`config.mk`:
```
export PLATFORM = sky130hd
export DESIGN_NAME = dlc_top
export DESIGN_NICKNAME = d
export VERILOG_FILES = /design/src/rtl/dlc_pkg.sv /design/src/rtl/dlc_loop.sv /design/src/rtl/dlc_top.sv
export SDC_FILE = /design/constraint.sdc
export NUM_CORES = 1
export LEC_CHECK = 0
export BUFFER_PORTS_ARGS = -buffer_cell sky130_fd_sc_hd__buf_2
export CAP_MARGIN = 40
export CORE_ASPECT_RATIO = 0.5
export CORE_MARGIN = 2
export CORE_UTILIZATION = 55
export DETAILED_ROUTE_END_ITERATION = 8
export GPL_ROUTABILITY_DRIVEN = 0
export GPL_TIMING_DRIVEN = 0
export PLACE_DENSITY_LB_ADDON = 0.08
export SLEW_MARGIN = 20
export SYNTH_ARGS = -nofsm -noshare
export SYNTH_HDL_FRONTEND = slang
export SYNTH_SLANG_ARGS = --single-unit
```
`constraint.sdc`:
```
create_clock -name ref_clk -period 3.53 [get_ports ref_clk]
set_input_delay 0.5295 -clock ref_clk [delete_from_list [all_inputs] [get_ports ref_clk]]
set_output_delay 0.5295 -clock ref_clk [all_outputs]
set_load 0.05 [all_outputs]
```
`src/rtl/dlc_pkg.sv`:
```
package dlc_pkg;
    // ----------------------------------------------------------------
    // control byte layout
    // ----------------------------------------------------------------
    localparam int CTL_BITS = 8;
    localparam int CTL_STEER = 7;
    localparam int CTL_STANDBY = 6;
    localparam int CTL_CUR_HI = 5;
    localparam int CTL_CUR_LO = 4;
    localparam int CTL_DET_TYPE = 2;
    localparam int CTL_PORT = 1;
    localparam int CTL_POL = 0;
    localparam logic [7:0] CTL_RESET = 8'h32;
    localparam logic [3:0] CTL_WRITE_CLOCKS = 4'h8;
    localparam logic [3:0] CNT_SATURATE = 4'h9;
    localparam int NUM_LOOPS = 2;

    // ----------------------------------------------------------------
    // types
    // ----------------------------------------------------------------
    typedef enum logic [1:0] {
        LOOP_RUN = 2'b00,
        LOOP_STANDBY = 2'b01,
        LOOP_ARMED = 2'b10
    } dlc_loop_state_t;

    typedef struct packed {
        logic phi_r_n;
        logic phi_v_n;
        logic pump_oe;
        logic pump_level;
        logic lock_oe;
        logic counter_en;
        logic rx_en;
        logic prescaler_en;
        logic jam_load;
        logic [1:0] current_scale;
        logic detector_type_select;
    } dlc_loop_out_t;
endpackage

```
`src/rtl/dlc_loop.sv`:
```
`timescale 1ns/1ns
module dlc_loop (
    input wire logic ref_clk,
    input wire logic sys_rst,
    input wire logic [7:0] ctl,
    input wire logic standby,
    input wire logic reference_divided_pulse,
    input wire logic vco_divided_pulse,
    output dlc_pkg::dlc_loop_out_t lo
);
    import dlc_pkg::*;

    dlc_loop_state_t state_reg;
    logic r_pend_reg;
    logic v_pend_reg;
    logic r_any;
    logic v_any;
    logic polarity_select;

    assign r_any = r_pend_reg | reference_divided_pulse;
    assign v_any = v_pend_reg | vco_divided_pulse;
    assign polarity_select = ctl[CTL_POL];

    // ----------------------------------------------------------------
    // standby sequencing
    // ----------------------------------------------------------------
    // power-up goes through the armed step so counters start jam-loaded
    always_ff @(posedge ref_clk) begin
        if (sys_rst) begin
            state_reg <= LOOP_ARMED;
        end else begin
            case (state_reg)
                LOOP_RUN: if (standby) state_reg <= LOOP_STANDBY;
                LOOP_STANDBY: if (!standby) state_reg <= LOOP_ARMED;
                LOOP_ARMED: begin
                    if (standby) begin
                        state_reg <= LOOP_STANDBY;
                    end else if (reference_divided_pulse) begin
                        state_reg <= LOOP_RUN;
                    end
                end
                default: state_reg <= LOOP_STANDBY;
            endcase
        end
    end

    // ----------------------------------------------------------------
    // phase/frequency detector
    // ----------------------------------------------------------------
    // both pending means in phase: clear together, no dead zone to hold
    always_ff @(posedge ref_clk) begin
        if (sys_rst || state_reg != LOOP_RUN) begin
            r_pend_reg <= 1'b0;
            v_pend_reg <= 1'b0;
        end else begin
            r_pend_reg <= r_any & ~v_any;
            v_pend_reg <= v_any & ~r_any;
        end
    end

    // ----------------------------------------------------------------
    // loop outputs
    // ----------------------------------------------------------------
    always_ff @(posedge ref_clk) begin
        if (sys_rst) begin
            lo <= '0;
            lo.phi_r_n <= 1'b1;
            lo.phi_v_n <= 1'b1;
            lo.current_scale <= CTL_RESET[CTL_CUR_HI:CTL_CUR_LO];
        end else begin

            lo.phi_r_n <= ~(state_reg == LOOP_RUN && (polarity_select ? v_pend_reg : r_pend_reg));
            lo.phi_v_n <= ~(state_reg == LOOP_RUN && (polarity_select ? r_pend_reg : v_pend_reg));

            lo.pump_oe <= state_reg == LOOP_RUN && !ctl[CTL_DET_TYPE]
                && (r_pend_reg ^ v_pend_reg);
            lo.pump_level <= r_pend_reg ^ polarity_select;

            lo.lock_oe <= state_reg == LOOP_STANDBY
                || (state_reg == LOOP_RUN && (r_pend_reg | v_pend_reg));
            lo.counter_en <= state_reg != LOOP_STANDBY;
            lo.rx_en <= state_reg != LOOP_STANDBY;
            lo.prescaler_en <= state_reg == LOOP_RUN;
            lo.jam_load <= state_reg == LOOP_ARMED && !standby
                && reference_divided_pulse;
            lo.current_scale <= ctl[CTL_CUR_HI:CTL_CUR_LO];
            lo.detector_type_select <= ctl[CTL_DET_TYPE];
        end
    end

    property p_standby_rest;
        @(posedge ref_clk) disable iff (sys_rst)
        state_reg == LOOP_STANDBY |=> lo.phi_r_n && lo.phi_v_n && lo.lock_oe
            && !lo.pump_oe && !lo.counter_en && !lo.prescaler_en;
    endproperty
    a_standby_rest: assert property (p_standby_rest) else $error("standby outputs wrong");

    property p_armed_blocked;
        @(posedge ref_clk) disable iff (sys_rst)
        state_reg == LOOP_ARMED |=> lo.phi_r_n && lo.phi_v_n && lo.counter_en && lo.rx_en;
    endproperty
    a_armed_blocked: assert property (p_armed_blocked) else $error("armed not blocking");

    property p_jam_then_run;
        @(posedge ref_clk) disable iff (sys_rst)
        state_reg == LOOP_ARMED && !standby && reference_divided_pulse
            |=> lo.jam_load ##1 lo.prescaler_en;
    endproperty
    a_jam_then_run: assert property (p_jam_then_run) else $error("jam load missing");

    property p_vco_lead;
        @(posedge ref_clk) disable iff (sys_rst)
        state_reg == LOOP_RUN && v_pend_reg && !polarity_select |=> !lo.phi_v_n && lo.phi_r_n;
    endproperty
    a_vco_lead: assert property (p_vco_lead) else $error("vco lead pulse wrong");

    property p_lock_and;
        @(posedge ref_clk) disable iff (sys_rst)
        state_reg == LOOP_RUN |=> lo.lock_oe == !(lo.phi_r_n && lo.phi_v_n);
    endproperty
    a_lock_and: assert property (p_lock_and) else $error("lock not AND of phases");
endmodule

```
`src/rtl/dlc_top.sv`:
```
`timescale 1ns/1ns
// Overview of operation
// control bit 7 low steers the byte to main, high to secondary register.
// a control write is exactly 8 serial clocks; only the selected register changes.
// main standby bit stops both loops; secondary standby bit stops only secondary.
// in standby: pump floats, counters stop, Rx current off, prescaler halted.
// in standby both double-ended detector outputs of that loop stay high.
// in standby that loop's lock indicator is driven low.
// standby keeps register contents and serial writes still work.
// static-low reference mode plus main standby opens feedback resistor, gates reference.
// secondary standby leaves reference alone; other reference modes untouched.
// leaving standby re-enables counters and current, detectors still blocked.
// next reference pulse jam-loads counters, starts prescaler, enables detectors.
// current scale bits 00/01/10/11 give 5/50/80/100 percent pump current.
// reset sets both current scale bits high.
// detector type high selects double-ended, low selects source/sink with Rx pin.
// reset clears detector type in both registers.
// port bit of main register drives port output: high releases, low drives low.
// polarity bit inverts pump sense and swaps detector outputs; reset clears it.
// lock indicator is AND of the two active-low detector signals, open drain.
// polarity low and vco leading pulses vco side low, reference side high.
// commit only at enable release after exactly eight serial clocks.
module dlc_top (
    input wire logic ref_clk,
    input wire logic sys_rst,
    input wire logic ser_clk,
    input wire logic ser_data,
    input wire logic ser_enable_n,
    input wire logic [1:0] reference_divided_pulse,
    input wire logic [1:0] vco_divided_pulse,
    input wire logic ref_static_low_sel,
    input wire logic port_mode_sel,
    output dlc_pkg::dlc_loop_out_t [1:0] loop_out,
    output logic ref_feedback_connect,
    output logic reference_input_gate,
    output logic port_out_oe
);
    import dlc_pkg::*;

    // ----------------------------------------------------------------
    // pin synchronisers
    // ----------------------------------------------------------------
    logic [2:0] sclk_sync_reg;
    logic [2:0] en_sync_reg;
    logic [1:0] data_sync_reg;
    logic sclk_rise;
    logic en_fall;
    logic en_rise;
    logic en_active;

    always_ff @(posedge ref_clk) begin
        if (sys_rst) begin
            sclk_sync_reg <= 3'h0;
            en_sync_reg <= 3'h7;
            data_sync_reg <= 2'h0;
        end else begin
            sclk_sync_reg <= {sclk_sync_reg[1:0], ser_clk};
            en_sync_reg <= {en_sync_reg[1:0], ser_enable_n};
            data_sync_reg <= {data_sync_reg[0], ser_data};
        end
    end

    // the edge logic reads only the second and third stages
    assign sclk_rise = sclk_sync_reg[1] & ~sclk_sync_reg[2];
    assign en_fall = ~en_sync_reg[1] & en_sync_reg[2];
    assign en_rise = en_sync_reg[1] & ~en_sync_reg[2];
    assign en_active = ~en_sync_reg[1];

    // ----------------------------------------------------------------
    // serial shifter
    // ----------------------------------------------------------------
    logic [7:0] shift_reg;
    logic [3:0] count_reg;
    logic commit;

    // data sync is one stage shorter than clock sync so data has the same delay as the newer edge sample
    always_ff @(posedge ref_clk) begin
        if (sys_rst) begin
            shift_reg <= 8'h00;
        end else if (en_active && sclk_rise) begin
            shift_reg <= {shift_reg[6:0], data_sync_reg[1]};
        end
    end

    // longer frames saturate the count and are never taken as control writes
    always_ff @(posedge ref_clk) begin
        if (sys_rst || en_fall) begin
            count_reg <= 4'h0;
        end else if (en_active && sclk_rise && count_reg != CNT_SATURATE) begin
            count_reg <= count_reg + 4'h1;
        end
    end

    assign commit = en_rise && count_reg == CTL_WRITE_CLOCKS;

    // ----------------------------------------------------------------
    // control registers
    // ----------------------------------------------------------------
    logic [7:0] main_ctl_reg;
    logic [7:0] sec_ctl_reg;

    // reset values; standby never touches these
    always_ff @(posedge ref_clk) begin
        if (sys_rst) begin
            main_ctl_reg <= CTL_RESET;
        end else if (commit && !shift_reg[CTL_STEER]) begin
            main_ctl_reg <= shift_reg;
        end
    end

    always_ff @(posedge ref_clk) begin
        if (sys_rst) begin
            sec_ctl_reg <= CTL_RESET;
        end else if (commit && shift_reg[CTL_STEER]) begin
            sec_ctl_reg <= shift_reg;
        end
    end

    // ----------------------------------------------------------------
    // loops
    // ----------------------------------------------------------------
    logic [1:0] loop_standby;
    logic [1:0][7:0] loop_ctl;

    assign loop_standby[0] = main_ctl_reg[CTL_STANDBY];
    assign loop_standby[1] = main_ctl_reg[CTL_STANDBY] | sec_ctl_reg[CTL_STANDBY];
    assign loop_ctl[0] = main_ctl_reg;
    assign loop_ctl[1] = sec_ctl_reg;

    genvar g;
    generate
        for (g = 0; g < NUM_LOOPS; g++) begin : g_loop
            dlc_loop u_loop (
                .ref_clk(ref_clk),
                .sys_rst(sys_rst),
                .ctl(loop_ctl[g]),
                .standby(loop_standby[g]),
                .reference_divided_pulse(reference_divided_pulse[g]),
                .vco_divided_pulse(vco_divided_pulse[g]),
                .lo(loop_out[g])
            );
        end
    endgenerate

    // ----------------------------------------------------------------
    // reference gating and port output
    // ----------------------------------------------------------------
    always_ff @(posedge ref_clk) begin
        if (sys_rst) begin
            ref_feedback_connect <= 1'b1;
            reference_input_gate <= 1'b1;
        end else begin
            // only main standby counts here; secondary standby leaves reference alone
            ref_feedback_connect <= !(ref_static_low_sel && main_ctl_reg[CTL_STANDBY]);
            reference_input_gate <= !(ref_static_low_sel && main_ctl_reg[CTL_STANDBY]);
        end
    end

    // open drain: high bit releases, low bit pulls low; secondary copy unused
    always_ff @(posedge ref_clk) begin
        if (sys_rst) begin
            port_out_oe <= 1'b0;
        end else begin
            port_out_oe <= port_mode_sel && !main_ctl_reg[CTL_PORT];
        end
    end

    // ----------------------------------------------------------------
    // checks
    // ----------------------------------------------------------------
    property p_commit_main;
        @(posedge ref_clk) disable iff (sys_rst)
        commit && !shift_reg[CTL_STEER] |=> main_ctl_reg == $past(shift_reg)
            && $stable(sec_ctl_reg);
    endproperty
    a_commit_main: assert property (p_commit_main) else $error("main write wrong");

    property p_commit_sec;
        @(posedge ref_clk) disable iff (sys_rst)
        commit && shift_reg[CTL_STEER] |=> sec_ctl_reg == $past(shift_reg)
            && $stable(main_ctl_reg);
    endproperty
    a_commit_sec: assert property (p_commit_sec) else $error("secondary write wrong");

    property p_bad_count;
        @(posedge ref_clk) disable iff (sys_rst)
        en_rise && count_reg != CTL_WRITE_CLOCKS |=> $stable(main_ctl_reg)
            && $stable(sec_ctl_reg);
    endproperty
    a_bad_count: assert property (p_bad_count) else $error("non-8 frame committed");

    property p_main_standby;
        @(posedge ref_clk) disable iff (sys_rst)
        main_ctl_reg[CTL_STANDBY] [*3] |-> !loop_out[0].counter_en && !loop_out[1].counter_en;
    endproperty
    a_main_standby: assert property (p_main_standby) else $error("main standby ignored");

    property p_sec_standby;
        @(posedge ref_clk) disable iff (sys_rst)
        sec_ctl_reg[CTL_STANDBY] [*3] |-> !loop_out[1].counter_en && loop_out[1].lock_oe;
    endproperty
    a_sec_standby: assert property (p_sec_standby) else $error("secondary standby ignored");

    property p_ref_gate;
        @(posedge ref_clk) disable iff (sys_rst)
        ref_static_low_sel && main_ctl_reg[CTL_STANDBY] |=> !reference_input_gate
            && !ref_feedback_connect;
    endproperty
    a_ref_gate: assert property (p_ref_gate) else $error("reference not gated");

    property p_ref_kept;
        @(posedge ref_clk) disable iff (sys_rst)
        !main_ctl_reg[CTL_STANDBY] |=> reference_input_gate && ref_feedback_connect;
    endproperty
    a_ref_kept: assert property (p_ref_kept) else $error("reference gated wrongly");

    property p_port;
        @(posedge ref_clk) disable iff (sys_rst)
        port_mode_sel ##1 port_mode_sel |-> port_out_oe == !$past(main_ctl_reg[CTL_PORT]);
    endproperty
    a_port: assert property (p_port) else $error("port output wrong");

    property p_reset_values;
        @(posedge ref_clk)
        $fell(sys_rst) |-> main_ctl_reg[CTL_CUR_HI:CTL_CUR_LO] == 2'h3
            && !main_ctl_reg[CTL_DET_TYPE] && !sec_ctl_reg[CTL_DET_TYPE]
            && !main_ctl_reg[CTL_POL] && !sec_ctl_reg[CTL_POL];
    endproperty
    a_reset_values: assert property (p_reset_values) else $error("reset values wrong");
endmodule

```
======== Word-level counts from Yosys, hierarchy flattened ========
Cells that the tools add are included.
word-level totals
  flip-flop bits (word level) ............. 66
  input port bits ......................... 11
operators by class
  add/subtract/negate cells ............... 1
  bitwise gates (word level) .............. 29
  reductions and logical operators ........ 39
  multiplexer cells ....................... 14
  eq/ne operators ......................... 14
operator list
  operator               count
  $logic_and A1 B1 Y1    21
  $mux W2                8
  $pmux W2 S3            2
  $not A1 Y1             11
  $and A1 B1 Y1          7
  $logic_not A1 Y1       7
  $or A1 B1 Y1           7
  $ne A2 B1 Y1 const B   3
  $ne A2 B2 Y1 const B   3
  $reduce_and A3 Y1      2
  $logic_or A1 B1 Y1     5
  $add A4 B1 Y4 const B  1
  $eq A2 B1 Y1 const B   2
  $eq A2 B2 Y1 const B   2
  $eq A4 B4 Y1 const B   1
  $logic_not A2 Y1       2
  $mux W1                4
  $ne A4 B4 Y1 const B   1
  $reduce_bool A2 Y1     2
  $xor A1 B1 Y1          4
  $ne A3 B2 Y1 const B   1
  $ne A3 B3 Y1 const B   1

======== Longest topological paths before layout ========
Gate-level depths: netlist of the first run.
  depth in word-level cells ............... 4
  gate-level depth with buffers ........... 5
  mapped depth without buffers ............ 5

======== Modules after synthesis ========
A second synthesis of the first run with hierarchy kept.
unflattened totals
  cells, all modules ...................... 233
  area total of the unflattened synthesis .. 2572.5 µm²
modules (own cells, without submodules)
  module    area each (µm²)  cells each  instances
  dlc_top   1531.5           141         1
  dlc_loop  520.5            46          2

======== Worst setup path after synthesis of the first run ========
OpenSTA, ideal clock, no wires.
  kind .................................... register -> output
  start ................................... reg g_loop[1].u_loop.lo[6] (netlist name)
  end ..................................... out loop_out[18] (netlist name)
  path buffers ............................ 1
  arrival time ............................ 0.894 ns
  cell stages (with the launch flop) ...... 2
  setup slack ............................. 2.106 ns
  cells stage by stage .................... dfxtp_1 > buf_4
RTL lines
  element      line           source
  from (decl)  dlc_loop.sv:9  output dlc_pkg::dlc_loop_out_t lo
  to (decl)    dlc_top.sv:33  output dlc_pkg::dlc_loop_out_t [1:0] loop_out,
No word-level cell between the ends.

======== Worst setup path after layout of the first run ========
  start ................................... reg g_loop[0].u_loop.lo[6] (netlist name)
  end ..................................... out loop_out[6] (netlist name)
RTL lines
  element      line
  from (decl)  dlc_loop.sv:9
No word-level cell between the ends.

==> impl_metrics.py, run 1 <==
metrics = {
    "power_and_ir_drop": {
        "p_per_area_nw_per_um2": 496.7,
        "p_leak_uw": 0.001090,
        "intPower_uw": 1036,
        "clkPwrFrac_pct": 40.3,
        "seqPwrFrac_pct": 54.5,
        "switching_share_pct": 22.50,
        "net-switching-power_uw": 300.8,
        "ir_worst_vdd_mv": 0.2928,
        "p_comb_share_pct": 5.2,
    },
    "sta": {
        "slew_headroom_pct": 65.03,
        "fin_crit_ns": 1.516,
        "setup_tns_ns": 0,
        "hold_violations": 0,
        "finalCritPeriodShare_pct": 42.95,
        "setup_viol": 0,
        "max_freq_mhz": 659.6,
        "slew_viol_final": 0,
        "worstMarginPinSlew_ns": 0.5245,
        "fin_worst_skew_ns": 0.004930,
        "rsz0062_at_grt": "false",
    },
    "detailed_routing": {
        "highest_layer": "met4",
        "dr_total_vias": 1571,
        "initialDrtViolationCount": 74,
        "routed_wl_mm": 3.722,
        "wl_met2_mm": 1.600,
        "drtAntennaViolNets": 0,
        "wl_met1_mm": 1.842,
        "drc": 0,
        "met3WireLength_um": 220,
        "first_pass_iters": 6,
        "vias_per_cell": 4.775,
        "wl_per_cell_um": 11.31,
    },
    "die": {
        "start_util_pct": 57.65,
        "io-pin-count": 38,
        "dieArea_um2": 4673,
        "die_height_um": 49.35,
        "die_x_um": 94.70,
        "design.core.area_um2": 3924,
        "num_rows": 16,
    },
    "critical_path": {
        "worstSetupEndpointType": "primary output",
        "path_class": "flip-flop to primary output",
        "worstReg2RegStart": "count_reg[0]$_SDFFE_PP0P_",
        "reg2reg_slack_ns": 2.21,
        "cp.arrival_ns": 0.99,
        "reg2reg_depth": 5,
        "cp.required_ns": 3.00,
        "cp-startpoint": "g_loop[0].u_loop.lo[6]$_SDFF_PP0_",
        "start_kind": "flip-flop",
        "path_max_fanout": 2,
        "timing.rr.end": "main_ctl_reg[0]$_SDFFE_PP0P_",
    },
    "finish": {
        "antenna_cells": 0,
        "nNetsFinal": 286,
        "final_util_pct": 68.59,
        "final_cell_mix": "dfxtp_1, buf_2, nor2_1, mux2i_1, nand2_1",
        "drive_above_1_share_pct": 24.00,
        "syn_to_final_growth_pct": 18.97,
        "layout_commonest_cell": "dfxtp_1",
        "largest_reg_flops": 22,
        "fillers": 339,
    },
    "min_path": {
        "hold_class": "input port to flip-flop",
        "hp-start": "vco_divided_pulse[0]",
        "hold_end": "g_loop[0].u_loop.r_pend_reg$_SDFF_PP0_",
        "worstHoldPathCells": 2,
    },
    "clock_tree": {
        "htree_levels": 3,
        "cts_made_buffers": 9,
        "cts_sinks": 63,
        "clk_pin_slew_ns": 0.06,
        "cts_buffer_depth": 2,
        "clk_latency_ns": 0.33,
        "postCtsSetupRepairBufs": 0,
        "ctsResizeCount": 0,
        "cts_root_buffer": "clkbuf_8",
        "postCtsHoldBufs": 0,
        "tritoncts": "done",
    },
    "status": {
        "outcome": "finished clean",
    },
    "run": {
        "cap_violations": 0,
    },
    "synth": {
        "synth_area_leaders": "dfxtp_1, mux2i_1, nor2_1",
        "ys_ff_latch": 63,
        "synth_area_leader_cell": "dfxtp_1",
        "synth_nets": 238,
        "synth.top_cell.area_share_pct": 55.75,
        "synthCells": 222,
        "syn_area_um2": 2262,
        "yosys_warnings": 0,
        "avgSynthCellArea_um2": 10.19,
        "ys_seq_area_share_pct": 55.75,
        "synth.distinct_cells": 35,
    },
    "grt": {
        "grt_max_degree": 11,
        "overflow": 0,
        "grt_pass1_wl_mm": 6.285,
        "grtUsageTotal_pct": 18.02,
        "grt_antenna_before_repair": 0,
        "grt_pass1_vias": 1449,
    },
    "place": {
        "dp_hpwl_mm": 2.687,
        "numPortBuffers": 37,
    },
}
## area by class of cell
type                       count  area, um^2  area share (%)
buffer                        13       78.83           2.929
clock buffer                  13       158.9           5.904
clock inverter                 3       17.52          0.6509
inverter                      19       71.32           2.650
multi-input combinational    127       850.8           31.61
sequential                    63        1261           46.86
tap                           54       67.56           2.510
timing repair buffer          37       185.2           6.881
## metrics by stage
stage / hold WS [ns] / setup slack [ns] / cells / instance area, um^2 / power, uW
5_1_grt: 0.3659 / 1.964 / 329 / 2691 / 1389
4_1_cts: 0.3590 / 1.999 / 329 / 2691 / 1353
6_report: 0.3685 / 2.014 / 329 / 2691 / 1337
3_3_place_gp: 0.3908 / 1.935 / 313 / 2515 / 813.7
3_5_place_dp: 0.4049 / 1.909 / 313 / 2515 / 815.1
2_1_floorplan: 0.3895 / 2.106 / 222 / 2262 / 795.2
## synthesized netlist by cell type
library cell   n
nand3b_1       1
nand4_1        1
and4b_1        1
nor2b_1        9
inv_1         18
or2_2          2
nor4_1         4
buf_6          2
nand4b_4       1
o211ai_1       5
buf_2          3
ha_1           5
and4_1         1
a21bo_2        1
dfxtp_1       63
nor2_1        28
or3_1          2
nand3_1        1
a211oi_1       3
nand2_1       19
a211o_1        1
clkbuf_1       2
a221oi_2       1
and2_2         1
o31ai_1        1
nor3b_4        1
clkinv_1       1
buf_4          3
a21oi_1        3
buf_1          3
and3_1         1
mux2i_1       22
nor3b_1        3
o21ai_0        7
xnor2_1        2
## metal layers
metal | vias to the layer above | GRT usage (%)
met4 | 0 | 7.246
met5 | - | 0
met2 | 39 | 29.20
li1 | 830 | -
met1 | 693 | 21.60
met3 | 9 | 6.955
## power by group through the flow
stage / combinational [uW] / clock, uW / sequential [uW]
6_report: 70.0 / 538 / 729
5_1_grt: 77.6 / 581 / 730
4_1_cts: 70.9 / 554 / 729
3_5_place_dp: 70.7 / 0 / 744
3_3_place_gp: 69.8 / 0 / 744
2_1_floorplan: 34.2 / 0 / 761
## worst max-delay path, stage by stage (launching register included)
cell and delay, ns:
dfxtp_1 0.32, buf_4 0.10, buf_2 0.24
## how the worst max path moves through the flow
stage	to	slack [ns]
after floorplan	loop_out[18]	2.11
after global placement	main_ctl_reg[1]$_SDFFE_PP1P_	1.94
after detailed placement	main_ctl_reg[1]$_SDFFE_PP1P_	1.91
after CTS	loop_out[18]	2.00
after global routing	loop_out[6]	1.96
final	loop_out[6]	2.01
## logic make-up after synthesis
family,share of synthesized area [%]
flip-flops,55.75
AND/OR/NAND/NOR,17.64
adder cells (fa/ha/maj),2.765
XOR/XNOR,0.7745
buffers and inverters,6.637
AO/OA/AOI/OAI,6.692
multiplexers,9.734
No activity file was read; power rests on OpenSTA's default activity.
==> run 2, diff against run 1 <==
CORE_UTILIZATION = 54   (was 55)
clock period = 1.4 ns   (was 3.53 ns; I/O delays follow)
==> run 2 against run 1 <==
Effect of this change: clock power up 130%; utilization down 1.5 points; cell count down 0.61%; critical endpoint is now main_ctl_reg[6]$_SDFFE_PP0P_; die area up 1.7%; register-to-register slack worse by 2.1 ns; clock skew down 0.00057 ns.
==> impl_metrics.py, run 2 (synthesis results as in run 1) <==
metrics = {
    "critical_path": {
        "cp-startpoint": "en_sync_reg[1]$_SDFF_PP1_",
        "start_kind": "flip-flop",
        "endpoint": "main_ctl_reg[6]$_SDFFE_PP0P_",
        "path_class": "flip-flop to flip-flop",
        "worstReg2RegStart": "en_sync_reg[1]$_SDFF_PP1_",
        "reg2reg_slack_ns": 0.1,
        "timing.rr.end": "main_ctl_reg[6]$_SDFFE_PP0P_",
        "cp.required_ns": 1.67,
        "path_max_fanout": 8,
        "cp.arrival_ns": 1.57,
        "reg2reg_depth": 5,
        "worstSetupEndpointType": "flip-flop",
    },
    "detailed_routing": {
        "first_pass_iters": 4,
        "wl_per_cell_um": 11.37,
        "drc": 0,
        "vias_per_cell": 4.801,
        "dr_total_vias": 1570,
        "drtAntennaViolNets": 0,
        "initialDrtViolationCount": 39,
        "routed_wl_mm": 3.717,
    },
    "finish": {
        "final_cell_mix": "dfxtp_1, buf_2, nor2_1, mux2i_1, nand2_1",
        "nNetsFinal": 286,
        "syn_to_final_growth_pct": 17.59,
        "antenna_cells": 0,
        "multi_input_area_um2": 850.8,
        "final_util_pct": 67.11,
        "largest_reg_flops": 22,
        "final_area_um2": 2660,
        "drive_above_1_share_pct": 23.08,
        "layout_commonest_cell": "dfxtp_1",
        "regArea_um2": 1261,
        "fillers": 333,
    },
    "power_and_ir_drop": {
        "p_leak_uw": 0.001077,
        "switching_share_pct": 23.03,
        "ir_worst_vdd_mv": 0.8017,
        "net-switching-power_uw": 746.7,
        "p_per_area_nw_per_um2": 1219,
        "intPower_uw": 2496,
        "p_comb_share_pct": 5.5,
        "clkPwrFrac_pct": 37.8,
        "seqPwrFrac_pct": 56.7,
    },
    "die": {
        "die_x_um": 95.54,
        "design.core.area_um2": 3964,
        "num_rows": 16,
        "io-pin-count": 38,
        "dieArea_um2": 4754,
        "start_util_pct": 57.07,
        "die_height_um": 49.77,
    },
    "sta": {
        "setup_viol": 0,
        "setup_tns_ns": 0,
        "max_freq_mhz": 768.7,
        "worstMarginPinSlew_ns": 0.5365,
        "slew_viol_final": 0,
        "hold_violations": 0,
        "rsz0062_at_grt": "false",
        "finalCritPeriodShare_pct": 92.93,
        "fin_worst_skew_ns": 0.004361,
        "slew_headroom_pct": 64.24,
        "fin_crit_ns": 1.301,
        "setup_slack_ns": 0.09903,
    },
    "clock_tree": {
        "ctsResizeCount": 0,
        "cts_made_buffers": 9,
        "htree_levels": 3,
        "clk_pin_slew_ns": 0.06,
        "cts_buffer_depth": 2,
        "postCtsHoldBufs": 0,
        "postCtsSetupRepairBufs": 0,
        "clk_latency_ns": 0.34,
        "cts_sinks": 63,
        "cts_root_buffer": "clkbuf_8",
        "tritoncts": "done",
    },
    "grt": {
        "grtUsageTotal_pct": 17.98,
        "grt_pass1_wl_mm": 6.051,
        "grt_antenna_before_repair": 0,
        "grt_pass1_vias": 1388,
        "grt_max_degree": 11,
        "overflow": 0,
    },
    "place": {
        "numPortBuffers": 37,
        "dp_hpwl_mm": 2.654,
        "dpl_cell_area_um2": 2515,
        "dp_slack_ns": 0.1047,
    },
    "run": {
        "cap_violations": 0,
    },
    "min_path": {
        "hold_class": "input port to flip-flop",
    },
    "status": {
        "outcome": "finished clean",
    },
}
==> run 2: cell type report <==
cell class                      instances  share of cell area [%]
Clock buffer                           12                   5.080
Buffer                                 13                   2.963
Sequential cell                        63                   47.41
Inverter                               19                   2.681
Timing Repair Buffer                   37                   6.961
Clock inverter                          2                  0.3763
Tap cell                               54                   2.540
Multi-Input combinational cell        127                   31.98
==> run 2: worst min path at each step <==
stage | depth (start not counted) | end | slack (ns) | start
after floorplan | 1 | g_loop[0].u_loop.r_pend_reg$_SDFF_PP0_ | 0.29 | vco_divided_pulse[0]
after CTS | 2 | g_loop[1].u_loop.r_pend_reg$_SDFF_PP0_ | 0.03 | vco_divided_pulse[1]
after global placement | 2 | g_loop[0].u_loop.r_pend_reg$_SDFF_PP0_ | 0.39 | vco_divided_pulse[0]
final | 2 | g_loop[1].u_loop.r_pend_reg$_SDFF_PP0_ | 0.04 | vco_divided_pulse[1]
after detailed placement | 2 | g_loop[1].u_loop.r_pend_reg$_SDFF_PP0_ | 0.39 | vco_divided_pulse[1]
after global routing | 2 | g_loop[1].u_loop.r_pend_reg$_SDFF_PP0_ | 0.03 | vco_divided_pulse[1]
==> run 2: worst max-delay path, cell delays in order, from the launching register on <==
cell and delay, ns:
dfxtp_1 0.32, buf_6 0.13, nor2b_1 0.15, and4b_1 0.20, buf_2 0.23, mux2i_1 0.20
==> run 2: power groups by stage <==
stage          clock [uW]  combinational (uW)  sequential (uW)
6_report             1230                 178             1840
5_1_grt              1350                 196             1840
4_1_cts              1260                 180             1840
3_5_place_dp            0                 179             1880
3_3_place_gp            0                 176             1880
2_1_floorplan           0                86.3             1920
==> run 2: stage by stage <==
stage / total power, uW / cells / hold slack [ns]
floorplan: 2005 / 222 / 0.2885
global placement: 2052 / 313 / 0.3866
CTS: 3281 / 327 / 0.02632
finish: 3242 / 327 / 0.03696
global route: 3383 / 327 / 0.02771
detailed placement: 2056 / 313 / 0.3898
==> run 2: routing by layer <==
metal,track usage (%),vias to the layer above,routed length [um]
li1,-,818,-
met1,21.05,699,1820
met2,26.34,43,1544
met3,10.55,10,277
met4,8.571,0,75
met5,0,-,0
==> run 3, diff against run 2 <==
HOLD_SLACK_MARGIN = 0.15   (was default)
==> run 3 against run 2 <==
Effect of this change: fmax hardly changed; setup slack got worse by 0.00085 ns; clock-buffer cell count unchanged.
==> impl_metrics.py, run 3 (synthesis results as in run 1) <==
metrics = {
    "clock_tree": {
        "postCtsSetupRepairBufs": 0,
        "cts_sinks": 63,
        "cts_buffer_depth": 2,
        "postCtsHoldBufs": 8,
        "clk_pin_slew_ns": 0.06,
        "tritoncts": "done",
        "clk_latency_ns": 0.34,
        "htree_levels": 3,
        "cts_made_buffers": 9,
        "cts_root_buffer": "clkbuf_8",
        "ctsResizeCount": 0,
    },
    "critical_path": {
        "critPathSlowestCell": "dfxtp_1",
        "path_class": "flip-flop to flip-flop",
        "path_max_fanout": 8,
        "critical_path.top_delay_family": "buffers and inverters",
        "start_kind": "flip-flop",
        "cp.arrival_ns": 1.57,
        "cp.required_ns": 1.67,
        "worstSetupEndpointType": "flip-flop",
        "path_cells": "buf_6, nor2b_1, and4b_1, buf_2, mux2i_1",
        "reg2reg_depth": 5,
        "crit_cells": 5,
        "slowest_delay_ns": 0.32,
        "cp_num_buf_inv": 2,
    },
    "detailed_routing": {
        "wl_per_cell_um": 11.33,
        "routed_wl_mm": 3.794,
        "vias_per_cell": 4.773,
        "initialDrtViolationCount": 38,
        "dr_total_vias": 1599,
        "first_pass_iters": 4,
        "drc": 0,
        "drtAntennaViolNets": 0,
    },
    "place": {
        "dp_hpwl_mm": 2.654,
        "dp_slack_ns": 0.1047,
        "numPortBuffers": 37,
        "dpl_cell_area_um2": 2515,
    },
    "min_path": {
        "worstHoldPathCells": 2,
        "hold_class": "input port to flip-flop",
    },
    "sta": {
        "fin_crit_ns": 1.302,
        "finalCritPeriodShare_pct": 92.99,
        "setup_tns_ns": 0,
        "fin_worst_skew_ns": 0.004383,
        "max_freq_mhz": 768.2,
        "setup_viol": 0,
        "slew_viol_final": 0,
        "rsz0062_at_grt": "false",
        "setup_slack_ns": 0.09818,
        "slew_headroom_pct": 64.24,
        "worstMarginPinSlew_ns": 0.5364,
        "hold_violations": 0,
    },
    "die": {
        "start_util_pct": 57.07,
        "design.core.area_um2": 3964,
        "dieArea_um2": 4754,
        "io-pin-count": 38,
        "die_height_um": 49.77,
        "die_x_um": 95.54,
        "num_rows": 16,
    },
    "power_and_ir_drop": {
        "p_per_area_nw_per_um2": 1190,
        "p_leak_uw": 0.001111,
        "ir_worst_vdd_mv": 0.8195,
    },
    "finish": {
        "fillers": 325,
        "final_util_pct": 69.13,
        "syn_to_final_growth_pct": 21.13,
        "antenna_cells": 0,
        "final_area_um2": 2740,
        "nNetsFinal": 294,
        "drive_above_1_share_pct": 22.42,
        "layout_commonest_cell": "dfxtp_1",
        "largest_reg_flops": 22,
        "final_cell_mix": "dfxtp_1, buf_2, nor2_1, mux2i_1, nand2_1",
    },
    "grt": {
        "grt_max_degree": 11,
        "grtUsageTotal_pct": 18.28,
        "grt_antenna_before_repair": 0,
        "grt_pass1_vias": 1415,
        "overflow": 0,
        "grt_pass1_wl_mm": 6.154,
    },
    "run": {
        "cap_violations": 0,
    },
    "status": {
        "outcome": "finished clean",
    },
}
-- run 3: changes by cell type in the layout (fill, tap and decap cells not counted) --
cell           previous run  this run
dlygate4sd3_1             0         8
-- run 3: through the flow --
stage	std cells	power [uW]	hold WS, ns
final	335	3260	0.1629
after CTS	335	3298	0.1532
after global placement	313	2052	0.3866
after global routing	335	3402	0.1550
after floorplan	222	2005	0.2885
after detailed placement	313	2056	0.3898
-- run 3: cell type report --
cell class | count | area, um^2 | share of cell area [%]
Clock buffer | 12 | 135.1 | 4.932
Multi-Input combinational cell | 127 | 850.8 | 31.05
Buffer | 13 | 78.83 | 2.877
Timing Repair Buffer | 45 | 265.3 | 9.680
Clock inverter | 2 | 10.01 | 0.3653
Sequential cell | 63 | 1261 | 46.03
Tap cell | 54 | 67.56 | 2.466
Inverter | 19 | 71.32 | 2.603
-- run 3: metal layers --
metal,vias to the layer above,share of wire (%),global-route usage [%]
met5,-,0,0
met4,0,2.1,8.571
met3,11,7.3,10.55
met2,42,42,27.27
met1,711,49,21.14
li1,835,-,-
-- run 3: report_power, final --
part           switching (uW)  internal (uW)
sequential               15.4           1820
clock                     610            617
combinational             124           71.2
-- run 3: path summary, 6_finish.rpt --
kind / from / to / slack [ns]
worst min register to register: en_sync_reg[0]$_SDFF_PP1_ / en_sync_reg[1]$_SDFF_PP1_ / 0.41
worst max-delay path: en_sync_reg[1]$_SDFF_PP1_ / main_ctl_reg[6]$_SDFFE_PP0P_ / 0.1
worst max register to register: en_sync_reg[1]$_SDFF_PP1_ / main_ctl_reg[6]$_SDFFE_PP0P_ / 0.1
worst min-delay path: reference_divided_pulse[1] / g_loop[1].u_loop.lo[3]$_SDFF_PP0_ / 0.16
